`src/rtl/gpp_pkg.sv`:
```
// Operation
// - 33 pins in six ports, each pin with own mode and data bits.
// - each pin selectable as input, push-pull, open-drain or quasi-bidirectional.
// - during chip reset all pins are inputs and all output data bits are one.
// - a configuration bit picks default mode: 0 quasi-bidirectional, 1 input tri-state.
// - quasi pins pick TTL or Schmitt input through bits 23:16 of function select.
// - weak pull-up enabled only while the pin is quasi-bidirectional.
// - each pin may raise an interrupt, edge or level sensitive.
// - an enabled pin interrupt also acts as a wake-up source.
// - pin 3.2 and 5.2 own lines; groups ports 0-1, 2-4, 5; all wake.
`default_nettype none

package gpp_pkg;

  // ----------------------------------------------------------------
  // geometry
  // ----------------------------------------------------------------
  localparam int PORT_CNT = 6;
  localparam int PORT_W   = 8;
  localparam int SLOTS    = PORT_CNT * PORT_W;

  // implemented pins, one bit per port slot, 33 in all
  localparam logic [47:0] PIN_PRESENT = 48'h0F_C0_7F_FC_3F_FF;

  // ----------------------------------------------------------------
  // pin modes
  // ----------------------------------------------------------------
  localparam logic [1:0] MODE_INPUT = 2'h0;
  localparam logic [1:0] MODE_PUSH  = 2'h1;
  localparam logic [1:0] MODE_OPEN  = 2'h2;
  localparam logic [1:0] MODE_QUASI = 2'h3;

  // ----------------------------------------------------------------
  // reset values and fields
  // ----------------------------------------------------------------
  localparam logic [47:0] DOUT_RESET   = 48'hFFFF_FFFF_FFFF;
  localparam logic        PIN_IDLE     = 1'h1;
  localparam logic        CFG_QUASI    = 1'h0;
  localparam int          SCHMITT_LSB  = 16;
  localparam int          SCHMITT_MSB  = 23;

  // ----------------------------------------------------------------
  // interrupt routing
  // ----------------------------------------------------------------
  localparam int          IDX_EXT_A    = 26;
  localparam int          IDX_EXT_B    = 42;
  localparam logic [47:0] GRP_LOW_MASK = 48'h00_00_00_00_FF_FF;
  localparam logic [47:0] GRP_MID_MASK = 48'h00_FF_FB_FF_00_00;
  localparam logic [47:0] GRP_HI_MASK  = 48'hFB_00_00_00_00_00;

  // ----------------------------------------------------------------
  // carriers
  // ----------------------------------------------------------------
  typedef struct packed {
    logic irq_en;
    logic irq_level;
    logic irq_high;
  } gpp_pin_cfg_s;

  typedef struct packed {
    logic out;
    logic oe;
    logic pull_up;
    logic schmitt;
  } gpp_pad_s;

endpackage : gpp_pkg

`default_nettype wire

```
`src/rtl/gpp_top.sv`:
```
`default_nettype none

module gpp_top #(
  parameter int PORT_CNT = gpp_pkg::PORT_CNT,
  parameter int PORT_W   = gpp_pkg::PORT_W
) (
  // clock and reset
  input  wire logic                                   sys_clk_i,
  input  wire logic                                   resetn_i,
  // nonvolatile default mode bit
  input  wire logic                                   default_io_mode_cfg_i,
  // mode control, write strobe with one code per pin
  input  wire logic                                   mode_we_i,
  input  wire logic [PORT_CNT*PORT_W-1:0][1:0]        mode_wdata_i,
  // output data, write strobe with per-bit mask
  input  wire logic                                   dout_we_i,
  input  wire logic [PORT_CNT*PORT_W-1:0]             dout_wmask_i,
  input  wire logic [PORT_CNT*PORT_W-1:0]             dout_wdata_i,
  // per-port function select words
  input  wire logic [PORT_CNT-1:0][31:0]              pin_function_select_i,
  // interrupt setup and clear
  input  wire gpp_pkg::gpp_pin_cfg_s [PORT_CNT*PORT_W-1:0] pin_cfg_i,
  input  wire logic [PORT_CNT*PORT_W-1:0]             irq_clr_i,
  // pads
  input  wire logic [PORT_CNT*PORT_W-1:0]             pin_i,
  output logic      [PORT_CNT*PORT_W-1:0]             pin_o,
  output logic      [PORT_CNT*PORT_W-1:0]             pin_oe_o,
  output logic      [PORT_CNT*PORT_W-1:0]             pull_up_o,
  output logic      [PORT_CNT*PORT_W-1:0]             schmitt_o,
  // readback
  output logic      [PORT_CNT*PORT_W-1:0][1:0]        pin_mode_o,
  output logic      [PORT_CNT*PORT_W-1:0]             port_output_data_o,
  output logic      [PORT_CNT*PORT_W-1:0]             pin_val_o,
  output logic      [PORT_CNT*PORT_W-1:0]             irq_status_o,
  // interrupt lines
  output logic                                        ext_irq_line_a_o,
  output logic                                        ext_irq_line_b_o,
  output logic                                        port_group_low_irq_o,
  output logic                                        port_group_mid_irq_o,
  output logic                                        port_group_high_irq_o,
  output logic                                        wake_o
);

  localparam int SLOTS = PORT_CNT * PORT_W;

  typedef struct packed {
    logic [SLOTS-1:0][1:0] mode;
    logic [SLOTS-1:0]      dout;
    logic                  init;
    logic                  line_a;
    logic                  line_b;
    logic                  grp_low;
    logic                  grp_mid;
    logic                  grp_high;
    logic                  wake;
  } gpp_top_st_s;

  gpp_top_st_s           q;
  gpp_top_st_s           next_q;
  logic [SLOTS-1:0]      flag;
  logic [SLOTS-1:0]      live;
  logic [SLOTS-1:0][1:0] mode_dflt;
  logic [SLOTS-1:0][1:0] mode_new;
  logic [SLOTS-1:0]      dout_new;
  logic [SLOTS-1:0]      low_hit;
  logic [SLOTS-1:0]      mid_hit;
  logic [SLOTS-1:0]      high_hit;

  // ----------------------------------------------------------------
  // per-slot next mode and next data
  // ----------------------------------------------------------------
  for (genvar s = 0; s < SLOTS; s++) begin : g_slot
    if (gpp_pkg::PIN_PRESENT[s]) begin : g_live
      // mode every pin takes once reset lets go
      assign mode_dflt[s] = (default_io_mode_cfg_i == gpp_pkg::CFG_QUASI) ?
                            gpp_pkg::MODE_QUASI : gpp_pkg::MODE_INPUT;
      // the default load shuts out a write on the same edge
      assign mode_new[s]  = q.init    ? mode_dflt[s]    :
                            mode_we_i ? mode_wdata_i[s] : q.mode[s];
    end else begin : g_dead
      // absent slot stays an input for good
      assign mode_dflt[s] = gpp_pkg::MODE_INPUT;
      assign mode_new[s]  = gpp_pkg::MODE_INPUT;
    end
    // masked data write, one bit per slot
    assign dout_new[s] = (dout_we_i & dout_wmask_i[s]) ? dout_wdata_i[s] : q.dout[s];
  end

  // ----------------------------------------------------------------
  // interrupt routing words, absent slots never reach a line
  // ----------------------------------------------------------------
  assign live     = flag & SLOTS'(gpp_pkg::PIN_PRESENT);
  assign low_hit  = live & SLOTS'(gpp_pkg::GRP_LOW_MASK);
  assign mid_hit  = live & SLOTS'(gpp_pkg::GRP_MID_MASK);
  assign high_hit = live & SLOTS'(gpp_pkg::GRP_HI_MASK);

  // ----------------------------------------------------------------
  // next state: modes, data, interrupt lines
  // ----------------------------------------------------------------
  always_comb begin
    next_q          = q;
    next_q.init     = 1'b0;
    // mode and data words come from the slot loop
    next_q.mode     = mode_new;
    next_q.dout     = dout_new;
    // lines and wake register one cycle behind the flags
    next_q.line_a   = live[gpp_pkg::IDX_EXT_A];
    next_q.line_b   = live[gpp_pkg::IDX_EXT_B];
    next_q.grp_low  = |low_hit;
    next_q.grp_mid  = |mid_hit;
    next_q.grp_high = |high_hit;
    next_q.wake     = |live;
  end

  // ----------------------------------------------------------------
  // state register
  // ----------------------------------------------------------------
  always_ff @(posedge sys_clk_i or negedge resetn_i) begin
    if (!resetn_i) begin
      q.mode     <= {SLOTS{gpp_pkg::MODE_INPUT}};
      q.dout     <= SLOTS'(gpp_pkg::DOUT_RESET);
      q.init     <= 1'b1;
      q.line_a   <= 1'b0;
      q.line_b   <= 1'b0;
      q.grp_low  <= 1'b0;
      q.grp_mid  <= 1'b0;
      q.grp_high <= 1'b0;
      q.wake     <= 1'b0;
    end else begin
      q <= next_q;
    end
  end

  // ----------------------------------------------------------------
  // per-pin logic, only for implemented slots
  // ----------------------------------------------------------------
  for (genvar g = 0; g < SLOTS; g++) begin : g_pin
    if (gpp_pkg::PIN_PRESENT[g]) begin : g_on
      gpp_pkg::gpp_pad_s pad;
      // independent cell per pin
      gpp_pin u_pin (
        .sys_clk_i     (sys_clk_i),
        .resetn_i      (resetn_i),
        .pin_i         (pin_i[g]),
        .pad_o         (pad),
        .mode_i        (q.mode[g]),
        .dout_i        (q.dout[g]),
        .schmitt_sel_i (pin_function_select_i[g / PORT_W]
                          [gpp_pkg::SCHMITT_LSB + (g % PORT_W)]),
        .cfg_i         (pin_cfg_i[g]),
        .clr_i         (irq_clr_i[g]),
        .pin_val_o     (pin_val_o[g]),
        .irq_o         (flag[g])
      );
      assign pin_o[g]     = pad.out;
      assign pin_oe_o[g]  = pad.oe;
      assign pull_up_o[g] = pad.pull_up;
      assign schmitt_o[g] = pad.schmitt;
    end else begin : g_off
      // absent slot stays released and quiet
      assign pin_o[g]     = 1'b0;
      assign pin_oe_o[g]  = 1'b0;
      assign pull_up_o[g] = 1'b0;
      assign schmitt_o[g] = 1'b0;
      assign pin_val_o[g] = 1'b0;
      assign flag[g]      = 1'b0;
    end
  end

  // ----------------------------------------------------------------
  // outputs
  // ----------------------------------------------------------------
  assign pin_mode_o            = q.mode;
  assign port_output_data_o    = q.dout;
  assign irq_status_o          = flag;
  assign ext_irq_line_a_o      = q.line_a;
  assign ext_irq_line_b_o      = q.line_b;
  assign port_group_low_irq_o  = q.grp_low;
  assign port_group_mid_irq_o  = q.grp_mid;
  assign port_group_high_irq_o = q.grp_high;
  assign wake_o                = q.wake;

endmodule : gpp_top

`default_nettype wire

```
`src/rtl/gpp_pin.sv`:
```
`default_nettype none

module gpp_pin (
  // clock and reset
  input  wire logic              sys_clk_i,
  input  wire logic              resetn_i,
  // pad side
  input  wire logic              pin_i,
  output gpp_pkg::gpp_pad_s      pad_o,
  // control
  input  wire logic [1:0]        mode_i,
  input  wire logic              dout_i,
  input  wire logic              schmitt_sel_i,
  input  wire gpp_pkg::gpp_pin_cfg_s cfg_i,
  input  wire logic              clr_i,
  // status
  output logic                   pin_val_o,
  output logic                   irq_o
);

  typedef struct packed {
    logic [2:0]        sync;
    logic              val;
    logic              flag;
    gpp_pkg::gpp_pad_s pad;
  } gpp_pin_st_s;

  gpp_pin_st_s q;
  gpp_pin_st_s next_q;
  logic        rise;
  logic        fall;
  logic        hit;

  // ----------------------------------------------------------------
  // next state
  // ----------------------------------------------------------------
  always_comb begin
    next_q      = q;
    next_q.sync = {q.sync[1:0], pin_i};
    // change taken once second and third stage agree
    if (q.sync[1] == q.sync[2]) begin
      next_q.val = q.sync[2];
    end
    rise = next_q.val & ~q.val;
    fall = ~next_q.val & q.val;
    hit  = cfg_i.irq_high ? rise : fall;
    // interrupt detect, a new edge beats a clear
    if (!cfg_i.irq_en) begin
      next_q.flag = 1'b0;
    end else if (cfg_i.irq_level) begin
      next_q.flag = (q.val == cfg_i.irq_high);
    end else begin
      next_q.flag = hit | (q.flag & ~clr_i);
    end
    // pad drive per mode
    unique case (mode_i)
      gpp_pkg::MODE_INPUT: begin
        next_q.pad.out = 1'b0;
        next_q.pad.oe  = 1'b0;
      end
      gpp_pkg::MODE_PUSH: begin
        next_q.pad.out = dout_i;
        next_q.pad.oe  = 1'b1;
      end
      gpp_pkg::MODE_OPEN, gpp_pkg::MODE_QUASI: begin
        next_q.pad.out = 1'b0;
        next_q.pad.oe  = ~dout_i;
      end
    endcase
    next_q.pad.pull_up = (mode_i == gpp_pkg::MODE_QUASI);
    next_q.pad.schmitt = (mode_i == gpp_pkg::MODE_QUASI) & schmitt_sel_i;
  end

  // ----------------------------------------------------------------
  // state register
  // ----------------------------------------------------------------
  always_ff @(posedge sys_clk_i or negedge resetn_i) begin
    if (!resetn_i) begin
      q.sync        <= {3{gpp_pkg::PIN_IDLE}};
      q.val         <= gpp_pkg::PIN_IDLE;
      q.flag        <= 1'b0;
      q.pad.out     <= 1'b0;
      q.pad.oe      <= 1'b0;
      q.pad.pull_up <= 1'b0;
      q.pad.schmitt <= 1'b0;
    end else begin
      q <= next_q;
    end
  end

  assign pad_o     = q.pad;
  assign pin_val_o = q.val;
  assign irq_o     = q.flag;

endmodule : gpp_pin

`default_nettype wire

```
`config.mk`:
```
export PLATFORM = sky130hd
export DESIGN_NAME = gpp_top
export DESIGN_NICKNAME = d
export VERILOG_FILES = /design/src/rtl/gpp_pkg.sv /design/src/rtl/gpp_top.sv /design/src/rtl/gpp_pin.sv
export SDC_FILE = /design/constraint.sdc
export NUM_CORES = 1
export LEC_CHECK = 0
export BUFFER_PORTS_ARGS = -buffer_cell sky130_fd_sc_hd__clkbuf_2
export CORE_AREA = 2 2 417 419
export CTS_BUF_LIST = sky130_fd_sc_hd__clkbuf_4 sky130_fd_sc_hd__clkbuf_8
export DETAILED_ROUTE_END_ITERATION = 12
export DIE_AREA = 0 0 419 421
export PLACE_DENSITY = 0.39
export SLEW_MARGIN = 20
export SYNTH_ARGS = -nofsm -noshare
export SYNTH_HDL_FRONTEND = slang
export SYNTH_SLANG_ARGS = --single-unit
```
`constraint.sdc`:
```
create_clock -name sys_clk_i -period 1.73 [get_ports sys_clk_i]
set_clock_uncertainty 0.15 [all_clocks]
set_input_delay 0.346 -clock sys_clk_i [delete_from_list [all_inputs] [get_ports sys_clk_i]]
set_output_delay 0.346 -clock sys_clk_i [all_outputs]
set_load 0.005 [all_outputs]
```
# == Word-level counts from Yosys, hierarchy flattened ==
# Cells that the tools add are included.
# classes
mul,0
reduce_logical,71
div,0
n_eq_ne,165
magnitude_cmp,0
add_sub_neg,0
mux,232
bitwise_logic,345
shift,0
# ops
cell,count
2-bit one-hot mux with 3 select lines,33
1-bit bitwise AND,180
2-bit 2-to-1 mux,67
"2-bit == test, second input constant",66
1-bit 2-to-1 mux,132
1-bit NOT,132
1-bit == test,66
"2-bit by 1-bit == test with 1-bit output, second input constant",33
2-bit logical NOT,33
2-bit OR reduction,33
1-bit OR,33
33-bit OR reduction,1
14-bit OR reduction,2
3-bit OR reduction,1
2-bit nonzero test,1
# totals
memories,0
wordCells,1132
latch_bits,0
ram_bits,0
ff_bits,418
inputBits,629
romBits,0

# == Logic depth before layout (Yosys ltp) ==
# Gate-level depths: netlist of the first run.
# logic_depth
word_depth,8
ltp_mapped,5
mapped_depth_nobuf,3

# == Cells and area by module ==
# From an unflattened synthesis of the first run, not the netlist that was laid out.
# unflattened
cells_unflattened,1558
hier_area_um2,18745.5
# modules_own_cells
module,instances,area_each_um2,cells_each,seq_area_each_um2
gpp_pin at g_pin[0].g_on.u_pin ...,29,356.6,26,230.2
gpp_top,1,6967.9,699,3089.2
gpp_pin at g_pin[7].g_on.u_pin ...,3,360.3,26,230.2
gpp_pin at g_pin[6].g_on.u_pin,1,355.3,27,230.2

# == Least setup slack after synthesis of the first run ==
# Ideal clock, no wire load.
# synth_timing
path_kind,register to register
start,"reg, netlist name g_pin[43].g_on.u_pin.irq_o"
end,"reg q, in the netlist wake_o"
slack_ps,135
arrival_ps,1314
synth_period_minus_slack_ps,1595
n_path_buf,0
setup_time_ps,131
stages_incl_launch_ff,4
cell_sequence,dfrtp_1 -> or3_4 -> or3_1 -> or3_1
# synth_rtl
element,line,rtl
to (signal assigned),gpp_top.sv:130,q <= next_q;
to (decl),gpp_top.sv:58,gpp_top_st_s q;

# == Worst setup path after layout of the first run ==
# layout_timing
start,"reg q, in the netlist port_output_data_o[13]"
end,out port_output_data_o[13]
# layout_rtl
element,line,rtl
to (decl),gpp_top.sv:32,"output logic [PORT_CNT*PORT_W-1:0] port_output_data_o,"
# No word-level cell between the ends.

==> results of run 1 <==
-- per-stage QoR --
step                cell area (sq um)  TNS, ns  setup WS, ns  instances
CTS                             31500   -92.05        -0.560       5140
global placement                23300   -0.218        -0.218       4390
global route                    32100   -77.24        -0.481       5152
floorplan                       19500        0         0.135       1760
detailed placement              23300   -0.198        -0.198       4390
finish                          32100   -37.27        -0.346       5154
-- worst max-delay path by stage --
stage          slack [ns]  depth (start not counted)                     end                       start
2_1_floorplan        0.14                          3                  wake_o  g_pin[43].g_on.u_pin.irq_o
3_3_place_gp        -0.22                          5                  wake_o  g_pin[19].g_on.u_pin.irq_o
3_5_place_dp        -0.20                          3                  wake_o  g_pin[43].g_on.u_pin.irq_o
4_1_cts             -0.56                          2  port_output_data_o[41]      port_output_data_o[41]
5_1_grt             -0.48                          2  port_output_data_o[41]      port_output_data_o[41]
6_report            -0.35                          1  port_output_data_o[13]      port_output_data_o[13]
-- metal layers --
layer	vias to the layer above	GRT usage (%)	routed length [microns]
li1	7220	-	-
met1	7419	9.97	31400
met2	566	16.4	42400
met3	162	4.24	8420
met4	2	4.99	4300
met5	-	0	13
-- flip-flops by register name (all words and copies together), names as in the netlist, 33 cells and up --
register,flops
g_pin.g_on.u_pin.pad_o,132
g_pin.g_on.u_pin.next_q,66
pin_mode_o,66
port_output_data_o,48
g_pin.g_on.u_pin.irq_o,33
g_pin.g_on.u_pin.pin_val_o,33
g_pin.g_on.u_pin.q,33
-- logic make-up (layout without fill, tap and decap cells) --
| family | count (synthesis) | count (layout) | share of synthesized area (%) |
|---|---|---|---|
| buffers and inverters | 509 | 1574 | 18.6 |
| and+or+nand+nor | 466 | 466 | 13.8 |
| DFF | 418 | 418 | 56.2 |
| AOI/OAI and AO/OA | 121 | 121 | 4.70 |
| muxes | 59 | 59 | 3.42 |
| adders and majority gates | 33 | 33 | 1.74 |
| xor gates and xnor gates | 33 | 33 | 1.52 |
| other | 1 | 125 | 0.0197 |
-- power by group through the flow --
stage	combinational (mW)	sequential, mW	clock, mW
2_1_floorplan	2.49	11.6	0
3_3_place_gp	3.77	12.1	0
3_5_place_dp	3.77	12.1	0
4_1_cts	6.02	11.7	12.2
5_1_grt	6.72	11.9	12.7
6_report	6.13	11.7	11.5
-- synthesized netlist by cell type --
cell / n / share of area (%)
buf_2: 12 / 0.32
nor3_1: 33 / 0.87
nand4b_1: 33 / 1.5
mux2i_1: 11 / 0.58
conb_1: 1 / 0.020
a21oi_1: 22 / 0.58
nor3b_1: 11 / 0.43
or3_4: 1 / 0.059
nor4b_1: 33 / 1.5
nor4_1: 6 / 0.20
nand2_1: 67 / 1.3
dfrtp_1: 237 / 31
a221oi_1: 33 / 1.5
buf_4: 432 / 17
nor2b_2: 1 / 0.046
a211oi_1: 66 / 2.6
mux2_1: 48 / 2.8
nor2_1: 109 / 2.2
or3_1: 2 / 0.066
and2_1: 34 / 1.1
maj3_1: 33 / 1.7
clkbuf_1: 21 / 0.41
nor2b_1: 98 / 3.2
xor2_1: 33 / 1.5
and3b_1: 3 / 0.14
and3_1: 33 / 1.1
nand4_1: 2 / 0.066
inv_1: 44 / 0.87
dfstp_2: 181 / 25
-- repair_timing --
item,4_1_cts,5_1_grt
hold endpoints to repair,631,2
hold buffers,447,2
pin swaps,2,2
setup buffers,149,11
endpoints found under the setup margin,319,327
gates resized for setup,195,161
-- layout make-up --
type                    instances  share of cell area (%)
diodes                          4                  0.0312
clock buffers                 134                    5.10
clock inverters                21                   0.690
inverters                      44                   0.515
multi-input cells             833                    16.6
flip-flops and latches        418                    33.6
well taps                    2325                    9.06
repair buffers               1375                    34.4
==> results.tsv, run 1 <==
stage	metric	value	unit
floorplanning	Cell Rows	153	
worst_setup_path	WP buf/inv	1	
detailed_routing	Via density	2.98	
finish	commonest cells after routing, fill and taps aside	569 x clkbuf_2, 445 x dlygate4sd3_1, 199 x buf_4	
placed_design	# port buffers	682	
sta	RSZ-0062 raised after global routing	yes	
detailed_routing	Routed Antenna Nets	0	
finish	FF+latch area	10800	sq um
worst_hold_path	Worst Hold Class	in -> reg	
cts	Reg clk slew, reported paths	0.06	ns
global_route	number of antenna violations at the first check in global routing	20	
worst_hold_path	hold path endpoint	port_output_data_o[36]	
detailed_routing	DRT Wirelength	86.5	mm
sta	slew at the pin closest to its max-slew limit	0.584	ns
floorplanning	die area	176000	sq um
worst_setup_path	element type at the critical path end	output pin	
cts	CTS tree	yes	
worst_setup_path	kind of critical path	reg -> out	
worst_setup_path	arrival time worst endpoint	1.58	ns
sta	final count of negative-setup-slack endpoints	328	
finish	Multi-input gate area	5340	sq um
detailed_routing	wire length per cell	16.8	microns
pwr	Worst VDD drop	0.000572	V
finish	Area Growth Syn to Fin	68.7	%
sta	Fmax	482	MHz
placed_design	routability cong.	0.784	
floorplanning	die boundary width	419	microns
global_route	largest net degree at the start of global routing	66	
detailed_routing	Via Count	15400	
sta	period utilisation layout	120	%
worst_setup_path	Reg2Reg Capture Point	wake_o	
pwr	Sw Share	28.7	%
finish	filler cell count	19000	
logic_synthesis	Yosys warnings	0	
worst_setup_path	worst path required time	1.23	ns
pwr	Internal	21.0	mW
cts	TritonCTS buffer count	84	
detailed_routing	Starting DRT DRC Count	450	
sta	Worst Hold Slack	0.0496	ns
cts	CTS sink count	418	
outcome	result of the run	complete, but fails checks	
outcome	failing checks	setup timing	
sta	minimum clock period	2.08	ns
floorplanning	Core Box Area	172000	sq um
detailed_routing	DRC	0	
cts	clk_lat worst skew	0.82	ns
global_route	gr usage total	9.64	%
cts	clk buf depth	3	
worst_setup_path	CP max stage delay	0.63	ns
logic_synthesis	Synth Area per Inst	11.6	sq um
logic_synthesis	synthesized cell area	19000	sq um
floorplanning	IO Count	1067	
floorplanning	Initial Util	11.0	%
sta	Worst Slack Setup Final	-0.346	ns
worst_setup_path	Critical R2R Launch	g_pin[0].g_on.u_pin.irq_o	
finish	layout cell share with drive strength beyond 1	47.8	%
placed_design	Detailed Place HPWL	63.2	mm
sta	Final Hold Fails	0	
pwr	combinational fraction of design power	20.9	%
finish	Final Util	18.6	%
pwr	PD cells	915	nW/um^2
worst_hold_path	hold wc startpoint	dout_we_i	
logic_synthesis	Post-Synthesis Cells	1640	
sta	Max-slew headroom	61.1	%
worst_setup_path	cell family with the largest share of critical-path delay	flip-flops	
logic_synthesis	number of distinct library cells after synthesis	29	
worst_setup_path	Worst path slowest cell	dfstp_2	
global_route	vias in the first global route	16300	
sta	Slew Limit Fails	0	
global_route	first-pass GRT wire length	119	mm
cts	clk root buf	clkbuf_8	
pwr	Sw Pwr	8.41	mW
detailed_routing	drt first pass iters	6	
global_route	total gr overflow	0	
logic_synthesis	FF+latch count, synth	418	
finish	commonest non-fill, non-tap cell in the layout	clkbuf_2	
pwr	Tot Pwr	29.4	mW
worst_setup_path	R2R cell count	6	
cts	Max H-tree Level	3	
worst_setup_path	worst-path cell chain	buf_6	
pwr	Flop pwr share	40.0	%
worst_setup_path	reg-to-reg slack, setup	-0.18	ns
worst_setup_path	worst-path fanout max	2	
floorplanning	Die Height	421	microns
flow_run	Max-Cap Viols	0	
pwr	clock network fraction of total power	39.1	%
finish	Final #Nets	3385	
logic_synthesis	register area share after synthesis	56.2	%
worst_hold_path	hold path cells	4	
worst_setup_path	CP startpoint kind	flip-flop	
pwr	cell leakage power	14.4	nW
Power figures use the tool's default switching activity.
==> run 2, diff against run 1 <==
--- a/config.mk
+++ b/config.mk
@@ -6,12 +6,13 @@
 export NUM_CORES = 1
 export LEC_CHECK = 0
 export BUFFER_PORTS_ARGS = -buffer_cell sky130_fd_sc_hd__clkbuf_2
-export CORE_AREA = 2 2 417 419
+export CORE_AREA = 2 2 414 416
 export CTS_BUF_LIST = sky130_fd_sc_hd__clkbuf_4 sky130_fd_sc_hd__clkbuf_8
 export DETAILED_ROUTE_END_ITERATION = 12
-export DIE_AREA = 0 0 419 421
+export DIE_AREA = 0 0 416 418
 export PLACE_DENSITY = 0.39
 export SLEW_MARGIN = 20
 export SYNTH_ARGS = -nofsm -noshare
 export SYNTH_HDL_FRONTEND = slang
+export SYNTH_HIERARCHICAL = 1
 export SYNTH_SLANG_ARGS = --single-unit
==> run 2 against run 1 <==
Against the previous run:
- the flow still finishes with violations (setup timing)
- cell count down 3.3%
- sequential cell count unchanged
- synthesized cell count down 5.0%
- setup slack worse by 0.011 ns
- non-clock buffer count down 55
- register-to-register slack better by 0.05 ns
- global-route usage down 0.47 points
- clock-buffer cell count up 7
- final area down 1.8%
- critical path depth unchanged
- clock power about the same
- highest routed layer is now met4
- largest power group unchanged
==> results.tsv, run 2 <==
stage	metric	value	unit	change
global_route	vias in the first global route	16500		+1.0%
placed_design	area of placed instances	23300	sq um	-0.40%
logic_synthesis	Synth Area in XOR/XNOR	1.54	%	+0.023 points
logic_synthesis	FF+latch count, synth	418		unchanged
floorplanning	die boundary width	416	microns	-0.72%
detailed_routing	Starting DRT DRC Count	481		+6.9%
floorplanning	Cell Rows	151		-1.3%
placed_design	routability cong.	0.748		-4.5%
finish	fin cells	4984		-3.3%
finish	layout cell share with drive strength beyond 1	50.7	%	+3.0 points
detailed_routing	Routed Antenna Nets	0		unchanged
logic_synthesis	Yosys warnings	6		+6
placed_design	Post-Place Cells	4246		-3.3%
logic_synthesis	Post-synth top cells	368 x buf_4, 237 x dfrtp_1, 181 x dfstp_2		
cts	Max H-tree Level	3		unchanged
detailed_routing	Via Count	15300		-0.75%
global_route	first-pass GRT wire length	115	mm	-3.7%
worst_setup_path	kind of critical path	reg -> out		
cts	TritonCTS buffer count	85		+1.2%
worst_hold_path	hold path cells	2		-2
worst_setup_path	reg-to-reg slack, setup	-0.13	ns	+0.05 ns
sta	Worst Hold Slack	0.143	ns	+0.0934 ns
sta	minimum clock period	2.09	ns	+0.0106 ns
outcome	result of the run	complete, but fails checks		
logic_synthesis	post-synthesis adder-cell area fraction	1.76	%	+0.026 points
logic_synthesis	Async S/R FF share, synth	100	%	unchanged
finish	max FFs per register	132		unchanged
logic_synthesis	post-synthesis compound-gate area fraction	4.99	%	+0.28 points
worst_hold_path	hold wc startpoint	pin_i[18]		
worst_setup_path	WP buf/inv	1		unchanged
worst_setup_path	cell family with the largest share of critical-path delay	flip-flops		
finish	Final Util	18.6	%	+0.027 points
logic_synthesis	register area share after synthesis	57.0	%	+0.85 points
pwr	Sw Share	27.8	%	-0.82 points
sta	Setup TNS	-28.80	ns	+8.47 ns
pwr	Worst VDD drop	0.000530	V	-7.3%
worst_setup_path	worst path required time	1.23	ns	about the same
floorplanning	Initial Util	11.1	%	+0.053 points
worst_setup_path	worst-path cell chain	buf_2		
global_route	gr usage total	9.17	%	-0.47 points
detailed_routing	drt first pass iters	4		-2
flow_run	Max-Cap Viols	0		unchanged
sta	Final Hold Fails	0		unchanged
logic_synthesis	number of distinct library cells after synthesis	29		unchanged
logic_synthesis	Post-synth EDFFs	0		unchanged
detailed_routing	Via density	3.06		+2.6%
cts	CTS sink count	418		unchanged
worst_setup_path	Levels on crit path	1		unchanged
finish	commonest non-fill, non-tap cell in the layout	clkbuf_2		
worst_setup_path	R2R cell count	6		unchanged
detailed_routing	DRC	0		unchanged
cts	CTS tree	yes		
cts	clk root buf	clkbuf_8		
sta	Worst Slack Setup Final	-0.357	ns	-0.0106 ns
sta	period utilisation layout	121	%	+0.61 points
worst_setup_path	CP startpoint kind	flip-flop		
cts	clk buf depth	3		unchanged
logic_synthesis	synthesized cell area	18700	sq um	-1.5%
cts	clk_lat worst skew	0.79	ns	-0.03 ns
logic_synthesis	Synth Area in Simple Gates	15.4	%	+1.6 points
global_route	total gr overflow	0		unchanged
finish	post-route cell area	31500	sq um	-1.8%
sta	RSZ-0062 raised after global routing	yes		
pwr	clock network fraction of total power	39.9	%	+0.8 points
global_route	largest net degree at the start of global routing	68		+3.0%
logic_synthesis	Yosys top cell area share	31.6	%	+0.47 points
finish	Final #Nets	3313		-2.1%
logic_synthesis	Synth Area per Inst	12.0	sq um	+3.7%
floorplanning	Core Box Area	169000	sq um	-2.0%
worst_setup_path	Reg2Reg Capture Point	wake_o		
worst_hold_path	hold path endpoint	g_pin[18].g_on.u_pin/next_q[7]		
detailed_routing	DRT Wirelength	81.2	mm	-6.1%
worst_setup_path	Worst path slowest cell	dfstp_2		
worst_setup_path	Critical R2R Launch	g_pin[28].g_on.u_pin/irq_o		
logic_synthesis	Synth Flop Type	dfrtp_1		
pwr	combinational fraction of design power	20.1	%	-0.8 points
detailed_routing	wire length per cell	16.3	microns	-2.9%
pwr	PD cells	930	nW/um^2	+1.7%
worst_setup_path	element type at the critical path end	output pin		
logic_synthesis	mux cell area share after synthesis	3.04	%	-0.38 points
logic_synthesis	top cells by area, synth	dfrtp_1 32%, dfstp_2 25%, buf_4 15%		
worst_setup_path	arrival time worst endpoint	1.59	ns	about the same
global_route	number of antenna violations at the first check in global routing	9		-55%
floorplanning	die area	174000	sq um	-1.4%
floorplanning	Die Height	418	microns	-0.71%
finish	Area Growth Syn to Fin	68.1	%	
sta	final count of negative-setup-slack endpoints	302		-7.9%
logic_synthesis	Post-Synthesis Cells	1558		-5.0%
logic_synthesis	Yosys top cell by area	dfrtp_1		
worst_hold_path	Worst Hold Class	in -> reg		
placed_design	Detailed Place HPWL	59.6	mm	-5.7%
finish	commonest cells after routing, fill and taps aside	581 x clkbuf_2, 415 x dlygate4sd3_1, 193 x buf_4		
floorplanning	IO Count	1067		unchanged
worst_setup_path	worst-path fanout max	2		unchanged
pwr	Tot Pwr	29.3	mW	-0.18%
pwr	Sw Pwr	8.16	mW	-3.0%
pwr	Flop pwr share	40.0	%	about the same
worst_setup_path	CP max stage delay	0.63	ns	about the same
logic_synthesis	most common cell in the netlist	buf_4		
outcome	failing checks	setup timing		
cts	Reg clk slew, reported paths	0.05	ns	about the same
sta	Slew Limit Fails	0		unchanged
placed_design	# port buffers	682		unchanged
logic_synthesis	largest family of logic cells by synthesized area	buffers and inverters		
pwr	Internal	21.2	mW	+0.97%
sta	Fmax	479	MHz	-0.51%
placed_design	post-place setup slack	-0.214	ns	-0.0153 ns
pwr	cell leakage power	14.2	nW	-1.4%
-- run 2: power groups by stage --
| stage | Combinational, mW | Clock [mW] | Sequential [mW] |
|---|---|---|---|
| after detailed placement | 3.73 | 0 | 12.1 |
| final | 5.88 | 11.7 | 11.7 |
| after floorplan | 2.31 | 0 | 11.6 |
| after CTS | 5.76 | 12.4 | 11.7 |
| after global placement | 3.74 | 0 | 12.1 |
| after global routing | 6.46 | 12.8 | 11.8 |
-- run 2: cells by family after synthesis --
logic type,after synthesis
mux,51
fa+ha+maj,33
simple gates,456
other cells,1
buf+inv,437
flops,418
xor+xnor,33
compound gates,129
-- run 2: cell type report --
cell class	count	area, sq um
Multi-Input combinational cell	823	5500
Timing Repair Buffer	1320	10400
Tap cell	2218	2780
Clock buffer	141	1700
Fill cell	18700	138000
Sequential cell	418	10800
Inverter	36	135
Antenna cell	11	27.5
Clock inverter	17	216
-- run 2: layer usage --
layer	share of wire, %	wire, microns	track usage, %	vias up
li1	-	-	-	7094
met1	38	31000	10.0	7469
met2	48	39300	15.2	542
met3	9.3	7580	4.24	148
met4	4.1	3330	3.93	0
met5	0	0	0	-
-- run 2: how the worst max path moves through the flow --
stage	start	end	slack, ns
6_report	port_output_data_o[6]	port_output_data_o[6]	-0.36
2_1_floorplan	g_pin[40].g_on.u_pin/irq_o	wake_o	0.12
4_1_cts	port_output_data_o[23]	port_output_data_o[23]	-0.57
5_1_grt	port_output_data_o[23]	port_output_data_o[23]	-0.54
3_3_place_gp	g_pin[28].g_on.u_pin/irq_o	wake_o	-0.26
3_5_place_dp	g_pin[28].g_on.u_pin/irq_o	wake_o	-0.21
-- run 2: what timing repair did --
item                       in CTS  in global routing
hold endpoints to repair      631                  0
hold buffers                  416                  0
setup endpoints to repair     319                319
setup buffers                 138                 16
gates resized for setup       170                141
